File: src/hdl/cfgbk_defs.svh
// constants for the configuration bank slice: indices, reset values, field positions
// assumes an 8-bit index/data configuration port in front of it
`ifndef CFGBK_DEFS_SVH
`define CFGBK_DEFS_SVH
`define CFGBK_IDX_BASE_LO     8'h12
`define CFGBK_IDX_BASE_HI     8'h13
`define CFGBK_IDX_RATE_SH     8'h14
`define CFGBK_IDX_SER1_SH     8'h15
`define CFGBK_IDX_SER2_SH     8'h16
`define CFGBK_IDX_OVERRIDE    8'h17
`define CFGBK_IDX_RSV_FIRST   8'h18
`define CFGBK_IDX_RSV_LAST    8'h1d
`define CFGBK_IDX_GAME_BASE   8'h1e
`define CFGBK_IDX_DRV_TYPE    8'h1f
`define CFGBK_RST_BASE_LO_S0  8'hf0
`define CFGBK_RST_BASE_LO_S1  8'h70
`define CFGBK_RST_BASE_HI     8'h03
`define CFGBK_RST_OVERRIDE    8'h03
`define CFGBK_RST_GAME_BASE   8'h80
`define CFGBK_RST_DRV_TYPE    8'h00
`define CFGBK_RST_SHADOW      8'h00
`define CFGBK_BASE_HI_MASK    8'h07
`define CFGBK_BASE_LO_MASK    8'hfe
`define CFGBK_OVR_MASK        8'h07
`define CFGBK_OVR_DC0_BIT     0
`define CFGBK_OVR_DC1_BIT     1
`define CFGBK_OVR_WP_BIT      2
`define CFGBK_PINFN_GAME_BIT  0
`define CFGBK_GAME_NIB_ONE    4'h1
`endif

File: src/hdl/cfgbk_pkg.sv
// types for the configuration bank slice
// assumes cfgbk_defs.svh holds all numeric constants
`default_nettype none
package cfgbk_pkg;
  // floppy controller signals toward drive pins
  typedef struct packed {
    logic step_pulse_n;
    logic drive_select0_n;
    logic drive_select1_n;
    logic density_select;
    logic rate_bit0;
    logic rate_bit1;
  } cfgbk_fdc_type;
  // game_chip_select decode modes
  typedef enum logic [1:0] {
    CFGBK_GAME_OFF  = 2'b00,
    CFGBK_GAME_ONE  = 2'b01,
    CFGBK_GAME_EIGHT = 2'b10,
    CFGBK_GAME_ALL  = 2'b11
  } cfgbk_game_mode_type;
endpackage
`default_nettype wire

File: src/hdl/cfgbk_regs.sv
// configuration register slice: port base relocation, shadows, drive overrides,
// game chip select decode and drive type mapping.
// assumes an index/data front end supplies config state, index and data strobes.
// Operation
// - low base holds A7..A1, A0 zero
// - high base holds A10..A8 only
// - strap picks base reset value
// - decode base changes on high write
// - access only in config state, indexed
// - index 14h shadows rate select
// - index 15h shadows serial1 fifo control
// - index 16h shadows serial2 fifo control
// - override register resets to 03h
// - disk change override set only
// - step with select clears override
// - disk changed bit combined expression
// - write protect forced when selected
// - overrides act on both floppy paths
// - indices 18h-1dh read zero, ignore writes
// - game base resets 80h, A9..A4
// - game mode bits choose decode
// - game select needs cs low, A10 zero
// - pin function bit overrides game select
// - drive type map resets zero
// - type maps density/rate outputs
`timescale 1ns/10ps
`default_nettype none
`include "cfgbk_defs.svh"
module cfgbk_regs
  import cfgbk_pkg::*;
(
  input  wire logic          clk_sys_in,        // 25 MHz system clock
  input  wire logic          sys_rst_in,        // sync reset, active high
  input  wire logic          base_strap_pin_in, // strap picks power-up base
  input  wire logic          cfg_state_in,      // device in configuration state
  input  wire logic [7:0]    config_index_reg_in, // current configuration index
  input  wire logic          cfg_wr_in,         // data port write strobe
  input  wire logic          cfg_rd_in,         // data port read strobe
  input  wire logic [7:0]    cfg_wdata_in,      // data port write data
  output logic      [7:0]    cfg_rdata_out,     // data port read data
  output logic      [10:0]   cfg_port_base_out, // active config port base
  input  wire logic          rate_wr_in,        // fdc rate-select write strobe
  input  wire logic          ser1_fcr_wr_in,    // serial1 fifo control write
  input  wire logic          ser2_fcr_wr_in,    // serial2 fifo control write
  input  wire logic [7:0]    run_wdata_in,      // run-time write data
  input  wire cfgbk_fdc_type fdc_in,            // controller drive signals
  input  wire logic          disk_changed_n_in, // disk change pin, active high term
  input  wire logic          write_protect_n_in,    // write protect pin, active low
  input  wire logic          pp_write_protect_n_in, // wp via parallel port, active low
  output logic               dir_disk_changed_out, // digital input bit 7
  output logic               fdc_write_protect_n_out, // internal wp, active low
  input  wire logic [15:0]   io_addr_in,        // host address
  input  wire logic          chip_select_n_in,  // host chip select, active low
  input  wire logic          pin_function_register_in, // pin function bit 0
  input  wire logic          power_good_input_in, // power good pin
  output logic               game_chip_select_out,  // shared game/pg pin level
  output logic               drive_density_out0_out, // drive density 0
  output logic               drive_density_out1_out  // drive density 1
);

  logic [7:0]  base_lo_r;
  logic [7:0]  base_lo_nxt;
  logic [2:0]  base_hi_r;
  logic [2:0]  base_hi_nxt;
  logic [10:0] port_base_r;
  logic [10:0] port_base_nxt;
  logic [7:0]  rate_sh_r;
  logic [7:0]  ser1_sh_r;
  logic [7:0]  ser2_sh_r;
  logic [2:0]  ovr_r;
  logic [2:0]  ovr_nxt;
  logic [7:0]  game_r;
  logic [7:0]  dtype_r;
  logic        rst_seen_r;  // high in the cycle after a reset edge

  wire acc_wr = cfg_state_in & cfg_wr_in;
  wire wr_lo  = acc_wr & (config_index_reg_in == `CFGBK_IDX_BASE_LO);
  wire wr_hi  = acc_wr & (config_index_reg_in == `CFGBK_IDX_BASE_HI);
  wire wr_ovr = acc_wr & (config_index_reg_in == `CFGBK_IDX_OVERRIDE);
  wire wr_gm  = acc_wr & (config_index_reg_in == `CFGBK_IDX_GAME_BASE);
  wire wr_dt  = acc_wr & (config_index_reg_in == `CFGBK_IDX_DRV_TYPE);

  // drive selects and step as active-high terms
  wire sel0 = ~fdc_in.drive_select0_n;
  wire sel1 = ~fdc_in.drive_select1_n;
  wire step = ~fdc_in.step_pulse_n;

  // strap reset value
  // strap base value
  wire [7:0] lo_rst = base_strap_pin_in ? `CFGBK_RST_BASE_LO_S1 : `CFGBK_RST_BASE_LO_S0;
  // reset images, cut to the register widths below
  wire [7:0] hi_rst  = `CFGBK_RST_BASE_HI;
  wire [7:0] ovr_rst = `CFGBK_RST_OVERRIDE;

  assign base_lo_nxt = wr_lo ? (cfg_wdata_in & `CFGBK_BASE_LO_MASK) : base_lo_r;
  assign base_hi_nxt = wr_hi ? cfg_wdata_in[2:0] : base_hi_r;
  // decode moves on high write; relies on ordering by software
  assign port_base_nxt = wr_hi ? {cfg_wdata_in[2:0], base_lo_r[7:1], 1'b0} : port_base_r;

  // disk change overrides: set by write of 1, cleared by step while selected; set wins; wp bit follows writes
  // write one sets only
  assign ovr_nxt[`CFGBK_OVR_DC0_BIT] = (wr_ovr & cfg_wdata_in[`CFGBK_OVR_DC0_BIT])
                                       | (ovr_r[`CFGBK_OVR_DC0_BIT] & ~(step & sel0));
  assign ovr_nxt[`CFGBK_OVR_DC1_BIT] = (wr_ovr & cfg_wdata_in[`CFGBK_OVR_DC1_BIT])
                                       | (ovr_r[`CFGBK_OVR_DC1_BIT] & ~(step & sel1));
  assign ovr_nxt[`CFGBK_OVR_WP_BIT]  = wr_ovr ? cfg_wdata_in[`CFGBK_OVR_WP_BIT]
                                              : ovr_r[`CFGBK_OVR_WP_BIT];

  // strap is sampled by the clock while reset is held, not asynchronously
  always_ff @(posedge clk_sys_in) begin
    if (sys_rst_in) begin
      base_lo_r   <= lo_rst;
      base_hi_r   <= hi_rst[2:0];
      port_base_r <= {hi_rst[2:0], lo_rst};
      ovr_r       <= ovr_rst[2:0];
      game_r      <= `CFGBK_RST_GAME_BASE;
      dtype_r     <= `CFGBK_RST_DRV_TYPE;
      rst_seen_r  <= 1'b1;
    end else begin
      base_lo_r   <= base_lo_nxt;
      base_hi_r   <= base_hi_nxt;
      port_base_r <= port_base_nxt;
      ovr_r       <= ovr_nxt;
      if (wr_gm) begin
        game_r <= cfg_wdata_in;
      end
      if (wr_dt) begin
        dtype_r <= cfg_wdata_in;
      end
      rst_seen_r  <= 1'b0;
    end
  end

  // shadow copies of write-only run-time registers
  // shadow capture
  always_ff @(posedge clk_sys_in) begin
    if (sys_rst_in) begin
      rate_sh_r <= `CFGBK_RST_SHADOW;
      ser1_sh_r <= `CFGBK_RST_SHADOW;
      ser2_sh_r <= `CFGBK_RST_SHADOW;
    end else begin
      if (rate_wr_in) begin
        rate_sh_r <= run_wdata_in;
      end
      if (ser1_fcr_wr_in) begin
        ser1_sh_r <= run_wdata_in;
      end
      if (ser2_fcr_wr_in) begin
        ser2_sh_r <= run_wdata_in;
      end
    end
  end

  // read mux; reserved and unknown indices read zero
  // reserved reads zero
  logic [7:0] rd_mux;
  always_comb begin
    rd_mux = 8'h00;
    case (config_index_reg_in)
      `CFGBK_IDX_BASE_LO:   rd_mux = base_lo_r;
      `CFGBK_IDX_BASE_HI:   rd_mux = {5'h00, base_hi_r};
      `CFGBK_IDX_RATE_SH:   rd_mux = rate_sh_r;
      `CFGBK_IDX_SER1_SH:   rd_mux = ser1_sh_r;
      `CFGBK_IDX_SER2_SH:   rd_mux = ser2_sh_r;
      `CFGBK_IDX_OVERRIDE:  rd_mux = {5'h00, ovr_r};
      `CFGBK_IDX_GAME_BASE: rd_mux = game_r;
      `CFGBK_IDX_DRV_TYPE:  rd_mux = dtype_r;
      default:              rd_mux = 8'h00;
    endcase
  end
  assign cfg_rdata_out     = (cfg_state_in & cfg_rd_in) ? rd_mux : 8'h00;
  assign cfg_port_base_out = port_base_r;

  // status overrides; one path feeds both pin sets
  // disk change expression
  assign dir_disk_changed_out = (sel0 & ovr_r[`CFGBK_OVR_DC0_BIT])
                              | (sel1 & ovr_r[`CFGBK_OVR_DC1_BIT]) | disk_changed_n_in;
  assign fdc_write_protect_n_out = write_protect_n_in & pp_write_protect_n_in
                                 & ~(ovr_r[`CFGBK_OVR_WP_BIT] & (sel0 | sel1));

  // game chip select decode
  cfgbk_game_mode_type gmode;
  assign gmode = cfgbk_game_mode_type'(game_r[1:0]);
  wire hi_match = (io_addr_in[9:4] == game_r[7:2]);
  logic nib_ok;
  always_comb begin
    case (gmode)
      CFGBK_GAME_OFF:   nib_ok = 1'b0;
      CFGBK_GAME_ONE:   nib_ok = (io_addr_in[3:0] == `CFGBK_GAME_NIB_ONE);
      CFGBK_GAME_EIGHT: nib_ok = ~io_addr_in[3];
      CFGBK_GAME_ALL:   nib_ok = 1'b1;
      default:          nib_ok = 1'b0;
    endcase
  end
  wire game_hit = hi_match & nib_ok & ~chip_select_n_in & ~io_addr_in[10];
  assign game_chip_select_out = pin_function_register_in ? power_good_input_in : game_hit;

  // drive type of selected drive; odd bit is type bit 0
  // selected drive type
  wire [1:0] dsel = sel1 ? 2'd1 : 2'd0;
  wire       tb0  = dtype_r[{dsel, 1'b1}];
  wire       tb1  = dtype_r[{dsel, 1'b0}];
  logic den0;
  logic den1;
  always_comb begin
    case ({tb0, tb1})
      2'b00: begin
        den0 = fdc_in.density_select;
        den1 = fdc_in.rate_bit0;
      end
      2'b01: begin
        den0 = fdc_in.rate_bit1;
        den1 = fdc_in.rate_bit0;
      end
      2'b10: begin
        den0 = ~fdc_in.density_select;
        den1 = fdc_in.rate_bit0;
      end
      default: begin
        den0 = fdc_in.rate_bit0;
        den1 = fdc_in.rate_bit1;
      end
    endcase
  end
  assign drive_density_out0_out = den0;
  assign drive_density_out1_out = den1;

  // checks
  low_base_even_a: assert property (@(posedge clk_sys_in) disable iff (sys_rst_in)
    base_lo_r[0] == 1'b0) else $error("low base bit0 set");
  hi_only_moves_a: assert property (@(posedge clk_sys_in) disable iff (sys_rst_in)
    (wr_lo && !wr_hi) |=> $stable(port_base_r)) else $error("base moved on low write");
  hi_write_moves_a: assert property (@(posedge clk_sys_in) disable iff (sys_rst_in)
    wr_hi |=> port_base_r == {$past(cfg_wdata_in[2:0]), base_lo_r[7:1], 1'b0})
    else $error("base not updated on high write");
  strap_reset_a: assert property (@(posedge clk_sys_in)
    sys_rst_in |=> base_lo_r == ($past(base_strap_pin_in) ? `CFGBK_RST_BASE_LO_S1 : `CFGBK_RST_BASE_LO_S0))
    else $error("bad strap reset");
  ovr_reset_a: assert property (@(posedge clk_sys_in)
    sys_rst_in |=> ovr_r == ovr_rst[2:0]) else $error("override reset wrong");
  dc_sticky_a: assert property (@(posedge clk_sys_in) disable iff (sys_rst_in)
    (ovr_r[0] && !(step && sel0)) |=> ovr_r[0]) else $error("override lost");
  dc_clear_a: assert property (@(posedge clk_sys_in) disable iff (sys_rst_in)
    (step && sel1 && !(wr_ovr && cfg_wdata_in[1])) |=> !ovr_r[1]) else $error("override not cleared");
  dir_bit_a: assert property (@(posedge clk_sys_in) disable iff (sys_rst_in)
    (sel0 && ovr_r[0]) |-> dir_disk_changed_out) else $error("disk change not forced");
  wp_force_a: assert property (@(posedge clk_sys_in) disable iff (sys_rst_in)
    (ovr_r[2] && sel0) |-> !fdc_write_protect_n_out) else $error("wp not forced");
  rsv_zero_a: assert property (@(posedge clk_sys_in) disable iff (sys_rst_in)
    (config_index_reg_in >= 8'h18 && config_index_reg_in <= 8'h1d) |-> cfg_rdata_out == 8'h00)
    else $error("reserved index nonzero");
  game_qual_a: assert property (@(posedge clk_sys_in) disable iff (sys_rst_in)
    (!pin_function_register_in && (chip_select_n_in || io_addr_in[10])) |-> !game_chip_select_out)
    else $error("game select unqualified");
  no_cfg_rd_a: assert property (@(posedge clk_sys_in) disable iff (sys_rst_in)
    !cfg_state_in |-> cfg_rdata_out == 8'h00) else $error("read outside config state");

  // reset images, checked in the cycle after a reset edge
  hi_reset_a: assert property (@(posedge clk_sys_in)
    rst_seen_r |-> {5'h00, base_hi_r} == `CFGBK_RST_BASE_HI)
    else $error("high base reset wrong");

  game_reset_a: assert property (@(posedge clk_sys_in)
    rst_seen_r |-> game_r == `CFGBK_RST_GAME_BASE)
    else $error("game base reset wrong");

  type_reset_a: assert property (@(posedge clk_sys_in)
    rst_seen_r |-> dtype_r == `CFGBK_RST_DRV_TYPE)
    else $error("drive type reset wrong");

  shadow_reset_a: assert property (@(posedge clk_sys_in)
    rst_seen_r |-> rate_sh_r == `CFGBK_RST_SHADOW)
    else $error("rate shadow reset wrong");

  // accepted writes land one edge later
  lo_write_a: assert property (@(posedge clk_sys_in) disable iff (sys_rst_in)
    wr_lo |=> base_lo_r == {$past(cfg_wdata_in[7:1]), 1'b0})
    else $error("low base write lost");

  hi_write_a: assert property (@(posedge clk_sys_in) disable iff (sys_rst_in)
    wr_hi |=> base_hi_r == $past(cfg_wdata_in[2:0]))
    else $error("high base write lost");

  game_write_a: assert property (@(posedge clk_sys_in) disable iff (sys_rst_in)
    wr_gm |=> game_r == $past(cfg_wdata_in))
    else $error("game base write lost");

  type_write_a: assert property (@(posedge clk_sys_in) disable iff (sys_rst_in)
    wr_dt |=> dtype_r == $past(cfg_wdata_in))
    else $error("drive type write lost");

  wp_write_a: assert property (@(posedge clk_sys_in) disable iff (sys_rst_in)
    wr_ovr |=> ovr_r[2] == $past(cfg_wdata_in[2]))
    else $error("write protect bit not stored");

  // shadows follow run-time strobes only
  rate_shadow_a: assert property (@(posedge clk_sys_in) disable iff (sys_rst_in)
    rate_wr_in |=> rate_sh_r == $past(run_wdata_in))
    else $error("rate shadow not captured");

  ser1_shadow_a: assert property (@(posedge clk_sys_in) disable iff (sys_rst_in)
    ser1_fcr_wr_in |=> ser1_sh_r == $past(run_wdata_in))
    else $error("serial1 shadow not captured");

  ser2_shadow_a: assert property (@(posedge clk_sys_in) disable iff (sys_rst_in)
    ser2_fcr_wr_in |=> ser2_sh_r == $past(run_wdata_in))
    else $error("serial2 shadow not captured");

  shadow_ro_a: assert property (@(posedge clk_sys_in) disable iff (sys_rst_in)
    (acc_wr && !rate_wr_in) |=> $stable(rate_sh_r))
    else $error("config write reached rate shadow");

  // override set and clear paths
  dc0_clear_a: assert property (@(posedge clk_sys_in) disable iff (sys_rst_in)
    (step && sel0 && !(wr_ovr && cfg_wdata_in[0])) |=> !ovr_r[0])
    else $error("drive0 override not cleared");

  dc1_sticky_a: assert property (@(posedge clk_sys_in) disable iff (sys_rst_in)
    (ovr_r[1] && !(step && sel1)) |=> ovr_r[1])
    else $error("drive1 override lost");

  dc_set_a: assert property (@(posedge clk_sys_in) disable iff (sys_rst_in)
    (wr_ovr && cfg_wdata_in[0]) |=> ovr_r[0])
    else $error("drive0 override not set");

  // status bits seen by the controller
  dir_bit1_a: assert property (@(posedge clk_sys_in) disable iff (sys_rst_in)
    (sel1 && ovr_r[1]) |-> dir_disk_changed_out)
    else $error("drive1 change not forced");

  dir_pin_a: assert property (@(posedge clk_sys_in) disable iff (sys_rst_in)
    disk_changed_n_in |-> dir_disk_changed_out)
    else $error("change pin not passed");

  dir_idle_a: assert property (@(posedge clk_sys_in) disable iff (sys_rst_in)
    (!(sel0 && ovr_r[0]) && !(sel1 && ovr_r[1]) && !disk_changed_n_in) |-> !dir_disk_changed_out)
    else $error("change bit set without cause");

  wp_force1_a: assert property (@(posedge clk_sys_in) disable iff (sys_rst_in)
    (ovr_r[2] && sel1) |-> !fdc_write_protect_n_out)
    else $error("wp not forced on drive1");

  wp_pp_pin_a: assert property (@(posedge clk_sys_in) disable iff (sys_rst_in)
    !pp_write_protect_n_in |-> !fdc_write_protect_n_out)
    else $error("parallel wp pin not passed");

  // game select decode
  game_off_a: assert property (@(posedge clk_sys_in) disable iff (sys_rst_in)
    (!pin_function_register_in && gmode == CFGBK_GAME_OFF) |-> !game_chip_select_out)
    else $error("game select while disabled");

  game_full_a: assert property (@(posedge clk_sys_in) disable iff (sys_rst_in)
    (!pin_function_register_in && gmode == CFGBK_GAME_ALL && hi_match && !chip_select_n_in && !io_addr_in[10])
    |-> game_chip_select_out) else $error("game select missed");

  pg_route_a: assert property (@(posedge clk_sys_in) disable iff (sys_rst_in)
    pin_function_register_in |-> game_chip_select_out == power_good_input_in)
    else $error("pin function not honoured");

  // drive type mapping
  type_pick_a: assert property (@(posedge clk_sys_in) disable iff (sys_rst_in)
    sel1 |-> {tb0, tb1} == {dtype_r[3], dtype_r[2]})
    else $error("wrong drive type picked");

  dens_inv_a: assert property (@(posedge clk_sys_in) disable iff (sys_rst_in)
    ({tb0, tb1} == 2'b10) |-> drive_density_out0_out == !fdc_in.density_select)
    else $error("density not inverted");

  // read path in configuration state
  read_path_a: assert property (@(posedge clk_sys_in) disable iff (sys_rst_in)
    (cfg_state_in && cfg_rd_in && config_index_reg_in == `CFGBK_IDX_GAME_BASE) |-> cfg_rdata_out == game_r)
    else $error("game base read wrong");

endmodule // cfgbk_regs
`default_nettype wire

File: config.mk
export PLATFORM = sky130hd
export DESIGN_NAME = cfgbk_regs
export DESIGN_NICKNAME = d
export VERILOG_FILES = /design/src/hdl/cfgbk_pkg.sv /design/src/hdl/cfgbk_regs.sv
export VERILOG_INCLUDE_DIRS = /design/src /design/src/hdl
export SDC_FILE = /design/constraint.sdc
export NUM_CORES = 1
export LEC_CHECK = 0
export BUFFER_PORTS_ARGS = -buffer_cell sky130_fd_sc_hd__clkbuf_2
export CAP_MARGIN = 5
export CORE_AREA = 4 4 116 118
export CTS_CLUSTER_SIZE = 16
export DETAILED_ROUTE_END_ITERATION = 6
export DIE_AREA = 0 0 120 122
export MAX_ROUTING_LAYER = met4
export PLACE_DENSITY = 0.42
export SLEW_MARGIN = 20
export SYNTH_ARGS = -nofsm -noshare
export SYNTH_HDL_FRONTEND = slang
export SYNTH_SLANG_ARGS = --single-unit
File: constraint.sdc
create_clock -name clk_sys_in -period 1.5 [get_ports clk_sys_in]
set_input_delay 0.075 -clock clk_sys_in [delete_from_list [all_inputs] [get_ports clk_sys_in]]
set_output_delay 0.075 -clock clk_sys_in [all_outputs]
set_load 0.005 [all_outputs]
==> impl_metrics.csv, run 1 <==
group,metric,value,unit
outcome,status,"complete, but fails checks",
outcome,violations,"negative setup slack",
timing,slew_violations,0,
floorplanning,fp.dieW,120,um
route,wl_per_cell,14.7,um
yosys,synth.top_cell.area_share,0.301,
yosys,synth_seq_cells,60,
clock_tree,htreeDepth,3,
yosys,synthTopCellsByArea,"dfxtp_1, mux2i_1, edfxtp_1",
hold_path,whs_endpoint,"game_r[4]",
route,ant_nets,0,
hold_path,min_from,"cfg_wdata_in[4]",
pwr,pwr-share-seq,0.388,
layout,final_util,0.330,
layout,syn2layout_area_growth,34.4,%
global_route,antenna_found_initial,0,
clock_tree,worstSkewPairLatency,0.32,ns
yosys,async_flop_share,0,
yosys,netlist_area,0.00306,mm2
global_route,track_usage,0.119,
pwr,powerDensity,1110,mW/mm2
global_route,grt_pass1_wl,13200,um
clock_tree,clk_pin_slew_worst_paths,0.06,ns
placement,routabilityCongestion,0.820,
critical_path,crit_type,"reg -> out",
critical_path,rrSetupSlack,0.54,ns
placement,dp_hpwl,6670,um
floorplanning,start_util,0.245,
layout,final_area,0.00411,mm2
pwr,p_comb_frac,0.095,
yosys,yosysWarnings,0,
layout,nets,462,
critical_path,worstSetupStartpoint,"game_r[0]",
critical_path,worstPathRequired,1.42,ns
timing,setup_viol,1,
placement,dp_slack,0.0390,ns
critical_path,arrival,1.44,ns
yosys,yosysMostFrequentCell,"mux2i_1",
yosys,synthesis.nets,372,
pwr,switching_share,0.219,
route,drt_iter0_drc,92,
clock_tree,cts-root-buf,"clkbuf_16",
job,drv_cap,0,
clock_tree,clkSinkCount,60,
timing,relSlewSlack,0.666,
timing,fin_skew,0.00122,ns
clock_tree,cts_max_path_buffers,2,
pwr,ir_drop,570,uV
layout,drive_gt1_frac,0.362,
timing,setup_ws,-0.0154,ns
timing,hold_viol_final,0,
yosys,synth_top_cells_by_count,"mux2i_1, nor2_1, dfxtp_1",
floorplanning,die_y,122,um
placement,dp.cells,557,
timing,grt_setup_unrepaired,"true",
critical_path,start_kind,"flop",
layout,layout.cells.non_filler,578,
clock_tree,cts-buffers-inserted,9,
timing,max_freq,660,MHz
critical_path,critPathMaxFanout,3,
route,routed_wl,8510,um
pwr,power.leakage,1.88,nW
placement,placed_area,0.00369,mm2
yosys,ys_types,49,
hold_path,min_delay_path_depth,3,
yosys,ys.flop_type,"dfxtp_1",
global_route,grt_pass1_vias,2458,
timing,fin_crit,1.52,ns
pwr,p_sw,996,uW
global_route,grt_overflow_total,0,
layout,fill_cells,1296,
route,vias,2500,
yosys,synth-seq-area-share,0.439,
floorplanning,row_count,41,
floorplanning,die_area,0.0146,mm2
floorplanning,io_pins,85,
global_route,grt_max_degree,27,
critical_path,end_kind,"primary output",
critical_path,r2r_start,"base_lo_r[6]",
clock_tree,cts_tree,"yes",
floorplanning,core,0.0125,mm2
hold_path,min_path_type,"in -> reg",
timing,worst_slew_pin_slew,0.501,ns
route,drc_errors,0,
critical_path,rr_worst_depth,1,
yosys,synth_area_leader_cell,"dfxtp_1",
yosys,synth_edf_count,14,
yosys,synthCells,311,
yosys,synth.avg_cell_area,9.83,um2
route,first_pass_iters,4,
route,viasPerCell,4.33,
placement,port-buffer-count,78,
pwr,intPower,3.55,mW
pwr,p_clk_frac,0.517,
critical_path,r2r_end,"cfg_port_base_out[6]",
layout,n_antenna_cell,0,
timing,period_share,1.01,
metrics by stage:
step | hold WS (ns) | TNS [ns] | power [mW]
6_report | 0.0227 | -0.0154 | 4.55
5_1_grt | 0.0123 | -0.217 | 4.72
4_1_cts | 0.00276 | -0.0232 | 4.59
3_5_place_dp | 0.331 | 0 | 2.22
3_3_place_gp | 0.335 | 0 | 2.22
2_1_floorplan | 0.199 | 0 | 2.03
cell type report:
type	count	area [um2]	area share
multi-input combinational	223	1610	0.392
clock buffer	9	225	0.0548
inverter	6	22.5	0.00548
clock inverter	7	115	0.0280
timing repair buffer	101	569	0.139
tap	172	215	0.0524
sequential	60	1350	0.329
worst max-delay path, stage by stage (launching register included):
cell	delay, ns
dfxtp_1	0.33
mux2i_1	0.24
o32ai_1	0.14
o211ai_1	0.21
a21oi_2	0.09
clkbuf_2	0.12
how the worst max path moves through the flow:
stage          slack [ns]          endpoint  cells after the start
2_1_floorplan        0.18      base_lo_r[1]                      4
3_3_place_gp         0.05      base_lo_r[7]                      5
3_5_place_dp         0.04      base_lo_r[7]                      5
4_1_cts             -0.02  cfg_rdata_out[0]                      5
5_1_grt             -0.06  cfg_rdata_out[2]                      5
6_report            -0.02  cfg_rdata_out[0]                      5
state kept, by name, summed over array words and instances (netlist names):
register and flops:
dtype_r 8, game_r 8, ovr_r 3, ser1_sh_r 8
rate_sh_r 8, ser2_sh_r 8, base_lo_r 7, cfg_port_base_out 10
power by group through the flow:
stage | Clock [mW] | Sequential (mW) | Combinational, mW
after CTS | 2.39 | 1.77 | 0.431
final | 2.35 | 1.76 | 0.433
after global routing | 2.47 | 1.77 | 0.478
after floorplan | 0 | 1.79 | 0.244
after global placement | 0 | 1.80 | 0.421
after detailed placement | 0 | 1.80 | 0.422
layer usage:
metal / share of wire / GRT usage / routed length (um) / vias to the layer above
li1: - / - / - / 1277
met1: 0.50 / 0.158 / 4260 / 1158
met2: 0.46 / 0.185 / 3880 / 56
met3: 0.034 / 0.0246 / 293 / 9
met4: 0.0087 / 0.0351 / 74 / 0
met5: 0 / - / 0 / -
cells in the final DEF, fill, tap and decap left out, types with 7 or more instances in the layout:
| cell | instances |
|---|---|
| mux2i_1 | 54 |
| xor2_1 | 7 |
| edfxtp_1 | 14 |
| mux2_2 | 9 |
| a21oi_1 | 9 |
| dfxtp_1 | 40 |
| nor2_1 | 50 |
| clkbuf_2 | 78 |
| nor2b_1 | 11 |
| nand2_1 | 9 |
| buf_4 | 21 |
| clkbuf_16 | 9 |
timing repair:
item	in CTS	in global routing
pin swaps	4	5
hold buffers	1	0
setup endpoints to repair	5	7
setup buffers	1	3
gates resized for setup	6	8
hold endpoints to repair	2	0
cell families (layout without fill, tap and decap cells):
| logic type | after synthesis | count (layout) | share of synthesized area |
|---|---|---|---|
| fa+ha+maj | 1 | 1 | 0.00327 |
| compound gates | 37 | 37 | 0.0790 |
| flops | 60 | 60 | 0.439 |
| buf+inv | 28 | 123 | 0.0438 |
| other cells | 1 | 1 | 0.00123 |
| xor+xnor | 7 | 7 | 0.0201 |
| mux | 65 | 65 | 0.217 |
| simple gates | 112 | 112 | 0.197 |
No activity file was read; power rests on OpenSTA's default activity.
==> run 2: changes to the inputs <==
--- a/config.mk
+++ b/config.mk
@@ -8,13 +8,12 @@
 export LEC_CHECK = 0
 export BUFFER_PORTS_ARGS = -buffer_cell sky130_fd_sc_hd__clkbuf_2
 export CAP_MARGIN = 5
-export CORE_AREA = 4 4 116 118
+export CORE_AREA = 4 4 89 154
 export CTS_CLUSTER_SIZE = 16
 export DETAILED_ROUTE_END_ITERATION = 6
-export DIE_AREA = 0 0 120 122
+export DIE_AREA = 0 0 93 158
 export MAX_ROUTING_LAYER = met4
-export PLACE_DENSITY = 0.42
-export SLEW_MARGIN = 20
+export PLACE_DENSITY = 0.54
 export SYNTH_ARGS = -nofsm -noshare
 export SYNTH_HDL_FRONTEND = slang
 export SYNTH_SLANG_ARGS = --single-unit
==> impl_metrics.csv, run 2 (same netlist as run 1, synthesis figures left out) <==
group,metric,value,unit
timing,setup_ws,0.00286,ns
timing,final.setup.tns,0,ns
critical_path,slowest_stage,"dfxtp_2",
layout,multiInputGateArea,0.00164,mm2
route,routed_wl,8710,um
placement,dp_hpwl,7300,um
placement,routabilityCongestion,0.797,
layout,final_util,0.330,
floorplanning,io_pins,85,
critical_path,r2r_end,"cfg_port_base_out[6]",
timing,hold_viol_final,0,
global_route,grt_pass1_wl,13700,um
route,drt_iter0_drc,91,
floorplanning,core,0.0124,mm2
layout,layout.cells.non_filler,574,
pwr,powerDensity,980,mW/mm2
clock_tree,htreeDepth,3,
clock_tree,cts_tree,"yes",
global_route,grt_max_degree,25,
layout,final_common_cell,"clkbuf_2",
critical_path,end_kind,"primary output",
route,viasPerCell,4.45,
critical_path,cp_top_family,"compound AO/OA/AOI/OAI gates",
layout,nets,462,
clock_tree,worstSkewPairLatency,0.32,ns
clock_tree,cts-root-buf,"clkbuf_16",
outcome,status,"complete, no violations",
critical_path,max_stage_delay,0.33,ns
timing,slew_violations,0,
layout,n_antenna_cell,0,
route,wl_per_cell,15.2,um
critical_path,critPathMaxFanout,2,
global_route,grt_pass1_vias,2726,
hold_path,min_from,"cfg_wdata_in[6]",
timing,setup_viol,0,
layout,final_cell_mix,"clkbuf_2, mux2i_1, nor2_1, dfxtp_1, buf_4",
floorplanning,die_area,0.0147,mm2
critical_path,arrival,1.42,ns
layout,regArea,0.00136,mm2
route,vias,2554,
floorplanning,row_count,54,
placement,dp_slack,0.0483,ns
pwr,ir_drop,455,uV
critical_path,r2r_start,"base_lo_r[6]",
hold_path,min_path_type,"in -> reg",
critical_path,crit_type,"reg -> out",
layout,syn2layout_area_growth,34.3,%
route,first_pass_iters,6,
critical_path,rrSetupSlack,0.56,ns
layout,largest_reg_flops,10,
timing,fin_crit,1.50,ns
timing,grt_setup_unrepaired,"true",
route,ant_nets,0,
floorplanning,fp.dieW,93,um
timing,max_freq,668,MHz
pwr,power.leakage,1.87,nW
clock_tree,cts_max_path_buffers,2,
global_route,track_usage,0.126,
placement,port-buffer-count,78,
route,drc_errors,0,
critical_path,worstPathRequired,1.42,ns
global_route,grt_overflow_total,0,
layout,drive_gt1_frac,0.384,
timing,fin_skew,0.00131,ns
timing,period_share,0.998,
layout,fill_cells,1337,
hold_path,whs_endpoint,"dtype_r[6]",
critical_path,crit_chain,"mux2i_2, o32ai_1, o211ai_1, a21oi_2, clkbuf_2",
global_route,antenna_found_initial,0,
clock_tree,cts-buffers-inserted,9,
hold_path,min_delay_path_depth,3,
floorplanning,start_util,0.246,
floorplanning,die_y,158,um
clock_tree,clkSinkCount,60,
critical_path,worstSetupStartpoint,"ser1_sh_r[0]",
critical_path,critPathBufInv,1,
placement,dp.cells,554,
critical_path,start_kind,"flop",
job,drv_cap,0,
critical_path,rr_worst_depth,1,
clock_tree,clk_pin_slew_worst_paths,0.05,ns
==> run 2: worst max path at each step <==
stage                                   to  cells past startpoint  slack (ns)
final                     cfg_rdata_out[0]                      5       0.003
after global routing      cfg_rdata_out[0]                      5       -0.09
after CTS                 cfg_rdata_out[0]                      5       -0.02
after detailed placement      base_lo_r[7]                      5        0.05
after global placement        base_lo_r[7]                      5        0.06
after floorplan               base_lo_r[1]                      4        0.18
==> run 2: timing repair <==
action,CTS,global route
setup buffers,2,0
setup endpoints to repair,5,7
resized for setup,16,14
hold buffers,2,0
pin swaps,9,4
gates cloned,0,0
endpoints found under the hold margin,2,0
==> run 2: where the power goes <==
| part | internal (mW) | switching (mW) |
|---|---|---|
| sequential | 1.73 | 0.0348 |
| combinational | 0.222 | 0.231 |
| clock | 1.15 | 0.656 |
| total | 3.10 | 0.922 |
==> run 2: final cells by class <==
type | instances | area share
clock buffer | 13 | 0.0610
clock inverter | 3 | 0.00305
inverter | 6 | 0.00549
multi-input combinational | 223 | 0.399
sequential | 60 | 0.332
tap | 168 | 0.0512
timing repair buffer | 101 | 0.148
==> run 2: stage by stage <==
step	power, mW	hold WS, ns	instance area, um2
after floorplan	2.03	0.199	3060
after global placement	2.23	0.321	3730
after detailed placement	2.24	0.337	3730
after CTS	4.06	0.0136	4080
after global routing	4.19	0.0347	4100
final	4.02	0.0143	4100
==> run 2: layer usage <==
| metal | track usage | share of wire | vias to the layer above |
|---|---|---|---|
| li1 | - | - | 1280 |
| met1 | 0.114 | 0.35 | 1193 |
| met2 | 0.244 | 0.58 | 62 |
| met3 | 0.0281 | 0.034 | 19 |
| met4 | 0.0622 | 0.033 | 0 |
| met5 | - | 0 | - |
==> run 3: changes to the inputs <==
==> config.mk (replaced) <==
export PLATFORM = sky130hd
export DESIGN_NAME = cfgbk_regs
export DESIGN_NICKNAME = d
export VERILOG_FILES = /design/src/hdl/cfgbk_pkg.sv /design/src/hdl/cfgbk_regs.sv
export VERILOG_INCLUDE_DIRS = /design/src /design/src/hdl
export SDC_FILE = /design/constraint.sdc
export NUM_CORES = 1
export LEC_CHECK = 0
export BUFFER_PORTS_ARGS = -buffer_cell sky130_fd_sc_hd__buf_2
export CAP_MARGIN = 5
export CORE_AREA = 4 4 63 109
export CTS_CLUSTER_SIZE = 20
export DETAILED_ROUTE_END_ITERATION = 6
export DIE_AREA = 0 0 67 113
export MAX_ROUTING_LAYER = met4
export PLACE_DENSITY = 0.89
export SYNTH_ARGS = -nofsm -noshare
export SYNTH_HDL_FRONTEND = slang
export SYNTH_SLANG_ARGS = --single-unit
==> impl_metrics.csv, run 3 (same netlist as run 1, synthesis figures left out) <==
group,metric,value,unit
pwr,switching_share,0.258,
critical_path,critPathMaxFanout,2,
floorplanning,row_count,38,
timing,grt_setup_unrepaired,"true",
floorplanning,start_util,0.506,
placement,port-buffer-count,78,
timing,holdWs,-0.0000993,ns
global_route,grt_max_degree,27,
pwr,p_sw,901,uW
pwr,p_comb_frac,0.129,
clock_tree,cts_max_path_buffers,2,
layout,final_common_cell,"buf_2",
route,wl_per_cell,16.6,um
route,routed_wl,8090,um
route,drt_iter0_drc,156,
route,ant_nets,0,
floorplanning,core,0.00604,mm2
clock_tree,cts-buffers-inserted,9,
global_route,grt_pass1_vias,2726,
clock_tree,htreeDepth,3,
route,viasPerCell,5.51,
timing,max_freq,650,MHz
timing,fin_skew,0.00606,ns
floorplanning,die_area,0.00757,mm2
pwr,pwr-share-seq,0.507,
global_route,antenna_found_initial,0,
hold_path,min_path_type,"in -> reg",
timing,final.setup.tns,-0.0433,ns
critical_path,rrSetupSlack,0.40,ns
critical_path,start_kind,"flop",
floorplanning,die_y,113,um
layout,final_cell_mix,"buf_2, mux2i_1, nor2_1, dfxtp_1, buf_4",
placement,placed_area,0.00353,mm2
layout,n_antenna_cell,0,
placement,dp.cells,460,
floorplanning,fp.dieW,67,um
layout,final_area,0.00388,mm2
layout,drive_gt1_frac,0.379,
layout,largest_reg_flops,10,
placement,dp_slack,0.00213,ns
critical_path,end_kind,"primary output",
global_route,track_usage,0.232,
job,drv_cap,0,
route,vias,2679,
global_route,grt_pass1_wl,12900,um
clock_tree,clkSinkCount,60,
layout,final_util,0.643,
pwr,power.leakage,1.79,nW
placement,dp_hpwl,6120,um
clock_tree,cts_tree,"yes",
critical_path,crit_type,"reg -> out",
timing,period_share,1.03,
layout,syn2layout_area_growth,26.9,%
layout,layout.cells.non_filler,486,
timing,slew_violations,0,
route,drc_errors,0,
clock_tree,clk_pin_slew_worst_paths,0.07,ns
pwr,ir_drop,641,uV
critical_path,arrival,1.46,ns
layout,nets,462,
placement,routabilityCongestion,0.984,
outcome,status,"complete, but fails checks",
pwr,intPower,2.59,mW
route,first_pass_iters,4,
pwr,p_clk_frac,0.365,
timing,hold_viol_final,1,
outcome,violations,"negative hold slack, negative setup slack",
clock_tree,worstSkewPairLatency,0.35,ns
global_route,grt_overflow_total,0,
timing,setup_viol,2,
floorplanning,io_pins,85,
pwr,powerDensity,899,mW/mm2
pwr,finalPower,3.49,mW
critical_path,worstPathRequired,1.42,ns
timing,fin_crit,1.54,ns
timing,setup_ws,-0.0379,ns
clock_tree,cts-root-buf,"clkbuf_8",
[run 3: cell count changes in the layout (fill, tap and decap cells not counted), sizes merged]
cell | before | now
clkinv | 3 | 2
clkbuf | 90 | 13
buf | 22 | 93
inv | 6 | 7
clkinvlp | 0 | 1
dlygate4sd3 | 2 | 7
[run 3: per-layer routing]
layer / wire, um / part of all wire / track usage / up-vias
li1: - / - / - / 1285
met1: 2850 / 0.35 / 0.228 / 1284
met2: 4590 / 0.57 / 0.403 / 85
met4: 280 / 0.035 / 0.168 / 0
met3: 366 / 0.045 / 0.0258 / 25
met5: 0 / 0 / - / -
[run 3: power by group through the flow]
stage	Sequential, mW	Combinational (mW)	Clock (mW)
after floorplan	1.79	0.244	0
after global placement	1.80	0.391	0
after detailed placement	1.80	0.408	0
after CTS	1.77	0.433	1.28
after global routing	1.77	0.489	1.34
final	1.77	0.448	1.27
[run 3: layout make-up]
| cell class | count | area, um2 |
|---|---|---|
| clock buffer | 12 | 145 |
| multi-input combinational | 223 | 1640 |
| sequential | 60 | 1360 |
| fill | 480 | 2160 |
| timing repair buffer | 101 | 587 |
| inverter | 6 | 22.5 |
| tap | 80 | 100 |
| clock inverter | 4 | 23.8 |
[run 3: path summary, 6_finish.rpt]
check | startpoint | to | cells past startpoint
setup / recovery | ser1_sh_r[0] | cfg_rdata_out[0] | 5
hold / removal | run_wdata_in[5] | rate_sh_r[5] | 3
setup reg to reg | base_lo_r[6] | cfg_port_base_out[6] | 2
hold reg to reg | rate_sh_r[0] | rate_sh_r[0] | 2
[run 3: worst max-delay path, cell delays in order (launching register included)]
cell	delay, ns
dfxtp_2	0.33
mux2i_1	0.07
o32ai_1	0.24
o211ai_1	0.11
a21oi_1	0.21
buf_2	0.15
[run 3: what timing repair did]
| item | CTS | global route |
|---|---|---|
| gates resized for setup | 7 | 22 |
| setup endpoints to repair | 5 | 10 |
| pin swaps | 3 | 11 |
| setup buffers | 2 | 1 |
| endpoints found under the hold margin | 9 | 0 |
| hold buffers | 7 | 0 |
